## src/design/ind_sensor_pkg.sv

```systemverilog
// constants for the inductive sensor control block
`default_nettype none
package ind_sensor_pkg;
    localparam logic [6:0] ADDR_RANGE_SETUP  = 7'h01;
    localparam logic [6:0] ADDR_EXTRA_OPTS   = 7'h05;
    localparam logic [6:0] ADDR_POWER_STATE  = 7'h0b;
    localparam logic [6:0] ADDR_AMP_CHECK    = 7'h0c;
    localparam logic [6:0] ADDR_MAIN_STATUS  = 7'h20;
    localparam logic [6:0] ADDR_REF_CNT_LO   = 7'h30;
    localparam logic [6:0] ADDR_REF_CNT_HI   = 7'h31;
    localparam logic [6:0] ADDR_FINE_STATUS  = 7'h3b;
    localparam logic [6:0] ADDR_LAST         = 7'h3f;
    localparam logic [7:0] RST_RANGE_SETUP   = 8'h07;
    localparam logic [7:0] RST_EXTRA_OPTS    = 8'h00;
    localparam logic [7:0] RST_POWER_STATE   = 8'h01;
    localparam logic [7:0] RST_AMP_CHECK     = 8'h00;
    localparam logic [7:0] RST_REF_CNT       = 8'h00;
    // field positions
    localparam int BIT_L_ONLY      = 0;
    localparam int BIT_SHDN_PERMIT = 1;
    localparam int BIT_AMP_REPORT  = 0;
    localparam int BIT_OSC_LOST    = 7;
    localparam int BIT_DONE_N      = 6;
    localparam int BIT_RES_ABOVE   = 5;
    localparam int BIT_RES_WIN     = 4;
    localparam int BIT_IND_ABOVE   = 3;
    localparam int BIT_IND_WIN     = 2;
    localparam int BIT_POR         = 0;
    localparam int BIT_FINE_DONE   = 0;
    localparam int BIT_FINE_LOST   = 1;
    localparam logic [1:0] PS_ACTIVE   = 2'b00;
    localparam logic [1:0] PS_SLEEP    = 2'b01;
    localparam logic [1:0] PS_SHUTDOWN = 2'b10;
    // timing
    localparam int MCLK_MHZ        = 250;
    localparam int POR_NS          = 1000;
    localparam int POR_CYCLES      = (POR_NS * MCLK_MHZ + 999) / 1000;
    localparam int WDOG_NS         = 2000;
    localparam int WDOG_CYCLES     = (WDOG_NS * MCLK_MHZ) / 1000;
    // least fine interval 5.44 us expressed in reference clocks at 16 MHz
    localparam int FINE_MIN_REF    = 87;
    localparam int RESTART_EDGES   = 4;
    typedef enum logic [1:0] {ST_SLEEP, ST_ACTIVE, ST_SHUTDOWN} pstate_t;
    typedef enum logic [1:0] {SP_CMD, SP_DATA} spstate_t;
endpackage : ind_sensor_pkg
`default_nettype wire

```

## src/design/inductive_sensor_power_status_spi.sv

```systemverilog
// power state, fine count, status and serial register access
`default_nettype none
module inductive_sensor_power_status_spi
    import ind_sensor_pkg::*;
(
    // clock and reset
    input  wire logic mclk,
    input  wire logic rst_n,
    // serial port
    input  wire logic chip_select_n,
    input  wire logic sclk,
    input  wire logic sdi,
    output logic      sdo,
    output logic      sdoOe_n,
    // reference clock pin
    input  wire logic ref_clock_in,
    // analog front end events
    input  wire logic sensorOsc,
    input  wire logic lossConvDone,
    input  wire logic resistance_above_flag,
    input  wire logic resistance_window_flag,
    input  wire logic inductance_above_flag,
    input  wire logic inductance_window_flag,
    // block outputs
    output logic      convEnable,
    output logic      lOnlyMode,
    output logic      fineDone,
    output logic [1:0] powerState
);
    import ind_sensor_pkg::*;

    typedef struct packed {
        logic [1:0]  csS;
        logic [1:0]  sckS;
        logic [1:0]  sdiS;
        logic [1:0]  refS;
        logic [1:0]  oscS;
        logic [1:0]  doneS;
        logic        sckLast;
        logic        refLast;
        logic        oscLast;
        logic        doneLast;
        spstate_t    sp;
        logic [2:0]  bitCnt;
        logic [7:0]  shIn;
        logic [7:0]  shOut;
        logic        rdMode;
        logic [6:0]  addr;
        logic        sdoQ;
        logic        sdoOeQ;
        pstate_t     ps;
        logic [7:0]  rangeSetup;
        logic [7:0]  extraOpts;
        logic [7:0]  powerCtl;
        logic [7:0]  ampCheck;
        logic [15:0] refCount;
        logic        oscLost;
        logic        doneN;
        logic        fineDoneSt;
        logic        fineLost;
        logic [15:0] porCnt;
        logic [15:0] wdCnt;
        logic [21:0] fineCnt;
        logic        finePulse;
        logic [2:0]  restartCnt;
        logic [3:0]  cmpS1;
        logic [3:0]  cmpS2;
        logic        convEnQ;
        logic        lOnlyQ;
        logic [1:0]  psOutQ;
    } state_t;

    state_t cur_ff;
    state_t nxt_ff;

    // reference-clock periods per fine interval, from count and floor
    // one count step is one microsecond: sixteen reference clocks
    function automatic logic [21:0] fine_len(input logic [15:0] cnt);
        logic [21:0] l;
        l = {2'b00, cnt, 4'h0};
        if (l < 22'(FINE_MIN_REF))
            l = 22'(FINE_MIN_REF);
        return l;
    endfunction : fine_len

    function automatic logic [7:0] read_reg(input state_t s, input logic [6:0] a);
        logic [7:0] v;
        v = 8'h00;
        case (a)
            ADDR_RANGE_SETUP: v = s.rangeSetup;
            ADDR_EXTRA_OPTS:  v = s.extraOpts;
            ADDR_POWER_STATE: v = s.powerCtl;
            ADDR_AMP_CHECK:   v = s.ampCheck;
            ADDR_MAIN_STATUS: begin
                v[BIT_OSC_LOST]  = s.oscLost;
                v[BIT_DONE_N]    = s.doneN;
                v[BIT_RES_ABOVE] = s.cmpS2[3];
                v[BIT_RES_WIN]   = s.cmpS2[2];
                v[BIT_IND_ABOVE] = s.cmpS2[1];
                v[BIT_IND_WIN]   = s.cmpS2[0];
                v[BIT_POR]       = (s.porCnt != 16'h0000);
            end
            ADDR_REF_CNT_LO:  v = s.refCount[7:0];
            ADDR_REF_CNT_HI:  v = s.refCount[15:8];
            ADDR_FINE_STATUS: begin
                v[BIT_FINE_DONE] = s.fineDoneSt;
                v[BIT_FINE_LOST] = s.fineLost;
            end
            default:          v = 8'h00;
        endcase
        return v;
    endfunction : read_reg

    logic sckRise;
    logic sckFall;
    logic refRise;
    logic csHigh;
    logic [7:0] byteIn;
    logic writeNow;
    logic running;

    always_comb begin
        nxt_ff = cur_ff;
        nxt_ff.csS  = {cur_ff.csS[0], chip_select_n};
        nxt_ff.sckS = {cur_ff.sckS[0], sclk};
        nxt_ff.sdiS = {cur_ff.sdiS[0], sdi};
        nxt_ff.refS = {cur_ff.refS[0], ref_clock_in};
        nxt_ff.oscS = {cur_ff.oscS[0], sensorOsc};
        nxt_ff.doneS = {cur_ff.doneS[0], lossConvDone};
        nxt_ff.cmpS1 = {resistance_above_flag, resistance_window_flag,
                        inductance_above_flag, inductance_window_flag};
        nxt_ff.cmpS2 = cur_ff.cmpS1;
        nxt_ff.sckLast  = cur_ff.sckS[1];
        nxt_ff.refLast  = cur_ff.refS[1];
        nxt_ff.oscLast  = cur_ff.oscS[1];
        nxt_ff.doneLast = cur_ff.doneS[1];
        nxt_ff.finePulse = 1'b0;
        sckRise = cur_ff.sckS[1] & ~cur_ff.sckLast;
        sckFall = ~cur_ff.sckS[1] & cur_ff.sckLast;
        refRise = cur_ff.refS[1] & ~cur_ff.refLast;
        csHigh  = cur_ff.csS[1];
        byteIn  = {cur_ff.shIn[6:0], cur_ff.sdiS[1]};
        writeNow = 1'b0;
        running = (cur_ff.ps == ST_ACTIVE);
        if (cur_ff.porCnt != 16'h0000)
            nxt_ff.porCnt = cur_ff.porCnt - 16'h0001;

        // serial engine: mode 0, sample on rise, shift on fall
        // serial in all states
        if (csHigh) begin
            nxt_ff.sp = SP_CMD;
            nxt_ff.bitCnt = 3'h0;
            nxt_ff.sdoOeQ = 1'b1;
        end else begin
            if (sckRise) begin
                nxt_ff.shIn = byteIn;
                nxt_ff.bitCnt = cur_ff.bitCnt + 3'h1;
                if (cur_ff.bitCnt == 3'h7) begin
                    if (cur_ff.sp == SP_CMD) begin
                        nxt_ff.rdMode = byteIn[7];
                        nxt_ff.addr = byteIn[6:0];
                        nxt_ff.sp = SP_DATA;
                        nxt_ff.shOut = read_reg(cur_ff, byteIn[6:0]);
                    end else begin
                        writeNow = ~cur_ff.rdMode;
                        nxt_ff.addr = cur_ff.addr + 7'h01;
                        nxt_ff.shOut = read_reg(cur_ff, cur_ff.addr + 7'h01);
                    end
                end
            end
            if (sckFall && cur_ff.sp == SP_DATA && cur_ff.rdMode) begin
                nxt_ff.sdoOeQ = 1'b0;
                nxt_ff.sdoQ = cur_ff.shOut[7];
                nxt_ff.shOut = {cur_ff.shOut[6:0], 1'b0};
            end
        end

        if (writeNow) begin
            case (cur_ff.addr)
                ADDR_RANGE_SETUP: nxt_ff.rangeSetup = byteIn;
                ADDR_EXTRA_OPTS:  nxt_ff.extraOpts = byteIn;
                ADDR_AMP_CHECK:   nxt_ff.ampCheck = byteIn;
                ADDR_REF_CNT_LO:  nxt_ff.refCount[7:0] = byteIn;
                ADDR_REF_CNT_HI:  nxt_ff.refCount[15:8] = byteIn;
                ADDR_POWER_STATE: begin
                    nxt_ff.powerCtl = byteIn;
                    if (byteIn[1:0] == PS_ACTIVE)
                        nxt_ff.ps = ST_ACTIVE;
                    else if (byteIn[1:0] == PS_SLEEP)
                        nxt_ff.ps = ST_SLEEP;
                    else if (byteIn[1:0] == PS_SHUTDOWN
                             && cur_ff.extraOpts[BIT_SHDN_PERMIT])
                        nxt_ff.ps = ST_SHUTDOWN;
                end
                default: ;
            endcase
        end

        // watchdog on sensor oscillation edges
        // oscillation watchdog
        if (!running || (cur_ff.oscS[1] != cur_ff.oscLast))
            nxt_ff.wdCnt = 16'h0000;
        else if (cur_ff.wdCnt != 16'(WDOG_CYCLES))
            nxt_ff.wdCnt = cur_ff.wdCnt + 16'h0001;
        if (running && cur_ff.wdCnt == 16'(WDOG_CYCLES))
            nxt_ff.oscLost = 1'b1;
        else if (cur_ff.oscS[1] != cur_ff.oscLast)
            nxt_ff.oscLost = 1'b0;

        if (running && cur_ff.doneS[1] && !cur_ff.doneLast)
            nxt_ff.doneN = 1'b0;
        else if (writeNow == 1'b0 && csHigh == 1'b0 && cur_ff.sp == SP_DATA
                 && cur_ff.rdMode && cur_ff.addr == ADDR_MAIN_STATUS
                 && sckRise && cur_ff.bitCnt == 3'h7)
            nxt_ff.doneN = 1'b1;

        // own timer, not tied to loss conversion
        if (!running) begin
            nxt_ff.fineCnt = 22'h000000;
        end else if (refRise) begin
            // range set by floor and count
            if (cur_ff.fineCnt + 22'h000001 >= fine_len(cur_ff.refCount)) begin
                nxt_ff.fineCnt = 22'h000000;
                nxt_ff.finePulse = 1'b1;
                nxt_ff.fineDoneSt = 1'b1;
            end else begin
                nxt_ff.fineCnt = cur_ff.fineCnt + 22'h000001;
            end
        end
        nxt_ff.fineLost = cur_ff.oscLost;

        if (cur_ff.ps == ST_SHUTDOWN) begin
            nxt_ff.rangeSetup = RST_RANGE_SETUP;
            nxt_ff.extraOpts  = RST_EXTRA_OPTS;
            nxt_ff.powerCtl   = RST_POWER_STATE;
            nxt_ff.ampCheck   = RST_AMP_CHECK;
            nxt_ff.refCount   = {RST_REF_CNT, RST_REF_CNT};
            nxt_ff.oscLost    = 1'b0;
            nxt_ff.doneN      = 1'b1;
            nxt_ff.fineDoneSt = 1'b0;
            nxt_ff.fineLost   = 1'b0;
            nxt_ff.wdCnt      = 16'h0000;
            if (refRise)
                nxt_ff.restartCnt = cur_ff.restartCnt + 3'h1;
            if (cur_ff.restartCnt == 3'(RESTART_EDGES)) begin
                nxt_ff.ps = ST_SLEEP;
                nxt_ff.restartCnt = 3'h0;
            end
        end

        // no fine completion once conversions stop
        if (nxt_ff.ps != ST_ACTIVE)
            nxt_ff.finePulse = 1'b0;
        // registered outputs follow the next state
        nxt_ff.convEnQ = (nxt_ff.ps == ST_ACTIVE);
        nxt_ff.lOnlyQ = nxt_ff.extraOpts[BIT_L_ONLY] & nxt_ff.ampCheck[BIT_AMP_REPORT];
        nxt_ff.psOutQ = (nxt_ff.ps == ST_SHUTDOWN) ? PS_SHUTDOWN :
                        (nxt_ff.ps == ST_ACTIVE) ? PS_ACTIVE : PS_SLEEP;
    end

    always_ff @(posedge mclk or negedge rst_n) begin
        if (!rst_n) begin
            cur_ff <= '0;
            cur_ff.ps <= ST_SLEEP;
            cur_ff.csS <= 2'b11;
            cur_ff.sdoOeQ <= 1'b1;
            cur_ff.rangeSetup <= RST_RANGE_SETUP;
            cur_ff.extraOpts <= RST_EXTRA_OPTS;
            cur_ff.powerCtl <= RST_POWER_STATE;
            cur_ff.ampCheck <= RST_AMP_CHECK;
            cur_ff.refCount <= {RST_REF_CNT, RST_REF_CNT};
            cur_ff.doneN <= 1'b1;
            cur_ff.psOutQ <= PS_SLEEP;
            cur_ff.porCnt <= 16'(POR_CYCLES);
        end else begin
            cur_ff <= nxt_ff;
        end
    end

    assign sdo = cur_ff.sdoQ;
    assign sdoOe_n = cur_ff.sdoOeQ;
    assign convEnable = cur_ff.convEnQ;
    assign lOnlyMode = cur_ff.lOnlyQ;
    assign fineDone = cur_ff.finePulse;
    assign powerState = cur_ff.psOutQ;

    a_sleep_no_fine: assert property (@(posedge mclk) disable iff (!rst_n)
        (cur_ff.ps != ST_ACTIVE) |-> !cur_ff.finePulse)
        else $error("fine conversion outside active");
    a_shdn_defaults: assert property (@(posedge mclk) disable iff (!rst_n)
        (cur_ff.ps == ST_SHUTDOWN) |=> (cur_ff.extraOpts == RST_EXTRA_OPTS))
        else $error("registers not defaulted in shutdown");
    a_shdn_permit: assert property (@(posedge mclk) disable iff (!rst_n)
        (cur_ff.ps != ST_SHUTDOWN) ##1 (cur_ff.ps == ST_SHUTDOWN)
        |-> $past(cur_ff.extraOpts[BIT_SHDN_PERMIT]))
        else $error("shutdown without permit");
    a_shdn_exit: assert property (@(posedge mclk) disable iff (!rst_n)
        (cur_ff.ps == ST_SHUTDOWN) ##1 (cur_ff.ps != ST_SHUTDOWN) |-> cur_ff.ps == ST_SLEEP)
        else $error("shutdown exit not to sleep");
    a_status_clear: assert property (@(posedge mclk) disable iff (!rst_n)
        (cur_ff.ps == ST_SHUTDOWN) |=> !cur_ff.oscLost && cur_ff.doneN)
        else $error("status kept in shutdown");
    a_lonly_mode: assert property (@(posedge mclk) disable iff (!rst_n)
        lOnlyMode == (cur_ff.extraOpts[0] && cur_ff.ampCheck[0]))
        else $error("l-only mode mismatch");
    a_short_write: assert property (@(posedge mclk) disable iff (!rst_n)
        csHigh && cur_ff.ps != ST_SHUTDOWN |=> $stable(cur_ff.refCount))
        else $error("write while deselected");
    a_osc_flag: assert property (@(posedge mclk) disable iff (!rst_n)
        (running && cur_ff.wdCnt == 16'(WDOG_CYCLES)) |=> cur_ff.oscLost)
        else $error("oscillation loss not flagged");

    // state, register and serial protocol checks
    a_conv_output: assert property (@(posedge mclk) disable iff (!rst_n)
        convEnable == (cur_ff.ps == ST_ACTIVE))
        else $error("conversion enable disagrees with state");
    a_sleep_keeps: assert property (@(posedge mclk) disable iff (!rst_n)
        (cur_ff.ps == ST_SLEEP && !writeNow) |=> $stable(cur_ff.refCount))
        else $error("register changed in sleep without write");
    a_active_write: assert property (@(posedge mclk) disable iff (!rst_n)
        (writeNow && cur_ff.addr == ADDR_POWER_STATE && byteIn[1:0] == PS_ACTIVE
         && cur_ff.ps != ST_SHUTDOWN) |=> cur_ff.ps == ST_ACTIVE)
        else $error("active write did not start conversions");
    a_por_count: assert property (@(posedge mclk) disable iff (!rst_n)
        (cur_ff.porCnt != 16'h0000) |=> cur_ff.porCnt == $past(cur_ff.porCnt) - 16'h0001)
        else $error("power-on count did not step");
    a_cmd_decode: assert property (@(posedge mclk) disable iff (!rst_n)
        (!csHigh && sckRise && cur_ff.bitCnt == 3'h7 && cur_ff.sp == SP_CMD)
        |=> cur_ff.sp == SP_DATA && cur_ff.rdMode == $past(byteIn[7]))
        else $error("command byte not decoded");
    a_burst_step: assert property (@(posedge mclk) disable iff (!rst_n)
        (!csHigh && sckRise && cur_ff.bitCnt == 3'h7 && cur_ff.sp == SP_DATA)
        |=> cur_ff.addr == $past(cur_ff.addr) + 7'h01)
        else $error("burst address did not advance");
    a_write_commit: assert property (@(posedge mclk) disable iff (!rst_n)
        (writeNow && cur_ff.addr == ADDR_REF_CNT_LO && cur_ff.ps != ST_SHUTDOWN)
        |=> cur_ff.refCount[7:0] == $past(byteIn))
        else $error("write not committed on eighth pulse");
    a_sdo_idle: assert property (@(posedge mclk) disable iff (!rst_n)
        (cur_ff.sp == SP_CMD) |-> cur_ff.sdoOeQ)
        else $error("data output enabled outside read data");
endmodule : inductive_sensor_power_status_spi
`default_nettype wire

```

## config.mk

```make
export PLATFORM = sky130hd
export DESIGN_NAME = inductive_sensor_power_status_spi
export DESIGN_NICKNAME = d
export VERILOG_FILES = /design/src/design/ind_sensor_pkg.sv /design/src/design/inductive_sensor_power_status_spi.sv
export SDC_FILE = /design/constraint.sdc
export NUM_CORES = 1
export LEC_CHECK = 0
export BUFFER_PORTS_ARGS = -buffer_cell sky130_fd_sc_hd__buf_4
export CAP_MARGIN = 0
export CORE_MARGIN = 5
export CORE_UTILIZATION = 60
export DETAILED_ROUTE_END_ITERATION = 8
export PLACE_DENSITY = 0.84
export REMOVE_ABC_BUFFERS = 1
export SYNTH_ARGS = -nofsm -noshare
export SYNTH_HDL_FRONTEND = slang
export SYNTH_SLANG_ARGS = --single-unit
```

## constraint.sdc

```tcl
create_clock -name mclk -period 3.9 [get_ports mclk]
set_input_delay 0.78 -clock mclk [delete_from_list [all_inputs] [get_ports mclk]]
set_output_delay 0.78 -clock mclk [all_outputs]
set_load 0.1 [all_outputs]
```

## Word-level counts from Yosys, hierarchy flattened

Cells that the tools add are included.

| storage, ports and cells | value |
|---|---|
| word-level logic and storage cells | 205 |
| register bits | 171 |
| output and inout bits | 7 |

| operators by class | value |
|---|---|
| order comparisons | 2 |
| bitwise logic cells | 10 |
| reductions and logical operators | 52 |
| equality and inequality tests | 37 |
| mux-type cells | 57 |
| add/subtract/negate cells | 6 |

Operators by type and width:

| operator | number |
|---|---|
| 22-bit 2-to-1 mux | 4 |
| 6-bit case mux with 7 select lines | 2 |
| 7-bit by 6-bit equality test with 1-bit output (second input constant) | 11 |
| 16-bit 2-to-1 mux | 4 |
| 8-bit 2-to-1 mux | 8 |
| 54-bit 2-to-1 mux | 1 |
| 50-bit 2-to-1 mux | 1 |
| 7-bit by 4-bit equality test with 1-bit output (second input constant) | 6 |
| 2-bit nonzero test | 17 |
| 29-bit 2-to-1 mux | 1 |
| 23-bit 2-to-1 mux | 1 |
| 22-bit by 1-bit adder with 22-bit output (second input constant) | 1 |
| 22-bit >= comparator | 1 |
| 7-bit by 1-bit equality test with 1-bit output (second input constant) | 3 |
| 7-bit by 3-bit equality test with 1-bit output (second input constant) | 3 |
| 20-bit by 7-bit less-than comparator with 1-bit output (second input constant) | 1 |
| 20-bit 2-to-1 mux | 1 |
| 1-bit 2-to-1 mux | 18 |
| 2-bit AND reduction | 9 |
| 16-bit by 1-bit adder with 16-bit output (second input constant) | 1 |
| 16-bit by 9-bit equality test with 1-bit output (second input constant) | 1 |
| 2-bit 2-to-1 mux | 8 |
| 16-bit by 9-bit inequality test with 1-bit output (second input constant) | 1 |
| 1-bit case mux with 8 select lines | 2 |
| 23 further kinds | 58 |

## Depth between registers and ports, before layout

| logic depth | value |
|---|---|
| depth in word-level cells | 18 |
| depth in mapped cells | 15 |
| mapped depth without buffers | 13 |

## Worst setup path after synthesis

OpenSTA, ideal clock, no wires.

| path | value |
|---|---|
| path kind | reg2reg |
| start point | reg cur_ff[18] (netlist name) |
| end point | reg cur_ff[24] (netlist name) |
| buffers on the path | 2 |
| setup time | 0.066 ns |
| period minus slack after synthesis | 3.309 ns |
| setup slack | 0.591 ns |
| arrival time | 3.243 ns |
| stages on the path, launching flop included | 14 |
| path through | dfrtp_1 nand3_2 or4_4 buf_6 or2_4 xnor2_1 ha_1 a2111oi_0 o21ai_0 o21ai_0 o211ai_1 clkbuf_1 o41ai_1 and2_1 |

| between the ends | value |
|---|---|
| cells in the longest elaborated chain, start to end | 5 |

Ends and longest elaborated chain:

| what | line | RTL |
|---|---|---|
| from (decl) | inductive_sensor_power_status_spi.sv:73 | `state_t cur_ff;` |
| from (signal assigned) | inductive_sensor_power_status_spi.sv:276 | `cur_ff <= nxt_ff;` |
| 22-bit by 1-bit adder with 22-bit output (*) | inductive_sensor_power_status_spi.sv:222, inductive_sensor_power_status_spi.sv:227 |  |
| 22-bit >= comparator | inductive_sensor_power_status_spi.sv:222 | `if (cur_ff.fineCnt + 22'h000001 >= fine_len(cur_ff.refCount)) begin` |
| 22-bit 2-to-1 mux (*) | inductive_sensor_power_status_spi.sv:222 |  |
| 23-bit 2-to-1 mux (*) | inductive_sensor_power_status_spi.sv:220 | `end else if (refRise) begin` |
| 22-bit 2-to-1 mux (*) | inductive_sensor_power_status_spi.sv:218 | `if (!running) begin` |

Mark *: on every way between the ends. The rest lies on a longest branch, timed or not. The select of a mux whose other input is x is not followed.
A chain may end at the register's enable or synchronous reset.

## Worst setup path after layout

| path | value |
|---|---|
| start point | reg cur_ff[19] (netlist name) |
| end point | reg cur_ff[16] (netlist name) |

| between the ends | value |
|---|---|
| cells in the longest elaborated chain, start to end | 5 |

Ends and longest elaborated chain:

| what | line |
|---|---|
| 22-bit by 1-bit adder with 22-bit output | inductive_sensor_power_status_spi.sv:222 |
| 22-bit >= comparator | inductive_sensor_power_status_spi.sv:222 |
| 22-bit 2-to-1 mux | inductive_sensor_power_status_spi.sv:222 |
| 23-bit 2-to-1 mux | inductive_sensor_power_status_spi.sv:220 |
| 22-bit 2-to-1 mux | inductive_sensor_power_status_spi.sv:218 |

Every way passes these cells. The select of a mux whose other input is x is not followed.

==> impl_metrics.tcl <==
set metrics [dict create \
    status "finished, final reports clean" \
    die_h_um 137 \
    final_cells 1240 \
    grt_max_degree 73 \
    syn_avg_cell_area_um2 9.58 \
    synth_enable_flop_cells 0 \
    final-hold-violation-count 0 \
    yosysSeqAreaShare 0.438 \
    drv_slew 0 \
    synth_simple_gate_area_share 0.197 \
    cp_cell_sequence "nand3_1, or4_4, or2_4, xnor2_1, ha_1, a2111oi_1, o21ai_0, o21ai_0, o211ai_1, buf_12, or4_1, a21boi_0" \
    slew-limit-headroom 0.299 \
    start_kind "register" \
    synth_compound_area_frac 0.160 \
    cap_violations 0 \
    dr_total_vias 7902 \
    cpMostUsedCell "o21ai_0" \
    critical-path-slowest-cell "or4_4" \
    track_usage 0.267 \
    ys_types 85 \
    synth.top_cell.area_share 0.397 \
    place_congestion 0.962 \
    ir_worst_vdd_uv 316 \
    synth_area_leader_cell "dfrtp_1" \
    coreArea_um2 15900 \
    numCtsBuffers 17 \
    layout_min_cycle_time_ns 3.67 \
    p_per_area_nw_per_um2 372 \
    grt_pass1_wl_um 39300 \
    routed_via_density 6.37 \
    place_hpwl_um 16700 \
    setup_tns_ns 0 \
    p_leak_uw 0.00477 \
    routed_wl_um 24100 \
    firstDrtPassIters 5 \
    setup_viol 0 \
    crit_type "register to register" \
    fp.dieW_um 137 \
    initial_core_util 0.611 \
    fin_skew_ns 0.00891 \
    arrival_ns 4.02 \
    ant_nets 0 \
    end_kind "register" \
    drc_errors 0 \
    dr_wl_met2_um 11000 \
    syn2layout_area_growth_pct 9.67 \
    pin_count 19 \
    syn_inst 1013 \
    clock-root-buffer "clkbuf_16" \
    rsz0062_at_grt "false" \
    portBuffers 18 \
    synth_xor_area_frac 0.0424 \
    worstPathRequired_ns 4.25 \
    antennaDiodeCount 0 \
    syn_area_um2 9700 \
    max_stage_delay_ns 0.57 \
    synth_top_family_by_area "simple AND/OR/NAND/NOR gates" \
    drive_above_1_share 0.133 \
    cts_buffer_depth 2 \
    grt_pass1_vias 7651 \
    num-nets-final 1059 \
    ys.warnings.count 0 \
    antenna_found_initial 0 \
    synth-seq-cells 169 \
    numClockSinks 169 \
    synth_ff_type "dfrtp_1" \
    wl_per_cell_um 19.4 \
    period_share 0.942 \
    placed_cells 1206 \
    max_slew.worst_pin.slew_ns 1.05 \
    worstPathMaxFanout 18 \
    clkTransAtPathRegs_ns 0.07 \
    fmax_ghz 0.272 \
    synthMuxAreaShare 0.0650 \
    drt_iter0_drc 976 \
    hold_class "primary input to asynchronous set/reset pin" \
    hold_buffers 0 \
    synthTopCellsByArea "dfrtp_1 (40%), ha_1 (4.6%), mux2i_1 (4.6%)" \
    async_reset_ff_frac 1.00 \
    cts_tree "done" \
    overflow 0 \
    top_layer "met4" \
    met3_length_um 2060 \
    placementRows 46 \
    clock_latency_ns 0.43 \
    wl_met1_um 10200 \
    synthAdderAreaFrac 0.0464 \
    h-tree-depth 4 \
    dieArea_um2 18800 \
]
cell families (layout without fill, tap and decap cells):
| group | after synthesis | in the layout |
|---|---|---|
| flops | 169 | 169 |
| simple gates | 374 | 374 |
| compound gates | 214 | 214 |
| buf+inv | 112 | 123 |
| fa+ha+maj | 36 | 36 |
| xor+xnor | 47 | 47 |
| mux | 61 | 61 |
cell type report:
class	instances	area, µm²
clock buffer	19	453
fill	1267	5250
tap	216	270
inverter	48	180
timing repair buffer	43	352
clock inverter	13	155
multi-input combinational	732	4970
sequential	169	4250
report_power, final:
part | leakage (µW) | total [µW] | switching, µW | internal, µW
Clock | 0.000295 | 1730 | 738 | 995
Sequential | 0.00224 | 1890 | 88.8 | 1800
Combinational | 0.00223 | 343 | 227 | 116
cell usage in the layout (no fill, tap or decap), drive strengths merged, types with 7 or more instances in the layout:
cell and count:
dfstp 15, o41ai 8, o22ai 9, a32oi 9
nand4 15, o21ai 30, a22oi 19, xnor2 26
mux2i 45, nor2b 8, nor3b 7, nand2 106
a211oi 8, ha 36, clkbuf 19, a211o 7
buf 43, xor2 21, and3 13, nor2 87
nor3 20, nand3 29, a21boi 7, a21oi 39
mux2 16, a221oi 7, a32o 7, or3 14
and2 15, nor4 9, inv 52, dfrtp 154
nand3b 8, nand2b 12
stage by stage:
stage               setup slack, ns  utilization  area, µm²  hold slack, ns  power (µW)
floorplan                     0.281            -       9390           0.331        2060
global placement              0.375        0.629      10000           0.332        2240
detailed placement            0.246        0.629      10000           0.336        2250
CTS                           0.191        0.668      10600           0.350        3980
global route                0.00360        0.670      10600           0.361        4100
finish                        0.226        0.670      10600           0.347        3960
registers in the layout, summed over array words and instances (netlist names):
signal,cells
byteIn,8
convEnable,1
csHigh,1
cur_ff,153
fineDone,1
lOnlyMode,1
powerState,2
sdo,1
sdoOe_n,1
cell usage after synthesis (19+ instances only):
cell type,count
a22oi_1,19
xnor2_1,26
clkbuf_1,47
mux2i_1,45
a21oi_1,39
nand3_1,28
ha_1,36
inv_1,46
nand2_1,106
nor2_1,87
nor3_1,19
xor2_1,21
o21ai_0,30
dfrtp_1,154
per-layer routing:
metal  vias up  global-route usage
li1       3662                   -
met1      3845               0.368
met2       329               0.410
met3        66              0.0629
met4         0               0.106
met5         -                   0
timing repair:
action	4_1_cts	5_1_grt
endpoints found under the setup margin	0	1
setup buffers	0	2
gates resized for setup	0	8
worst max-delay path, delay by kind of cell (launching register included):
kind / cells / cell delay [ns]
and+or+nand+nor: 4 / 1.47
AOI/OAI and AO/OA: 5 / 1.00
DFF: 1 / 0.44
adders and majority gates: 1 / 0.34
buffers and inverters: 1 / 0.21
xor gates and xnor gates: 1 / 0.13
path summary, 6_finish.rpt:
| kind | cells past startpoint | slack, ns | endpoint | start |
|---|---|---|---|---|
| setup / recovery | 12 | 0.23 | cur_ff[16] | cur_ff[19] |
| hold / removal | 1 | 0.35 | cur_ff[42] | rst_n |
| setup reg to reg | 12 | 0.23 | cur_ff[16] | cur_ff[19] |
| hold reg to reg | 0 | 0.35 | cur_ff[164] | cur_ff[163] |
| max in group asynchronous | 2 | 2.69 | cur_ff[72] | rst_n |
| min in group mclk | 0 | 0.35 | cur_ff[164] | cur_ff[163] |
(Power assumes the default switching activity.)
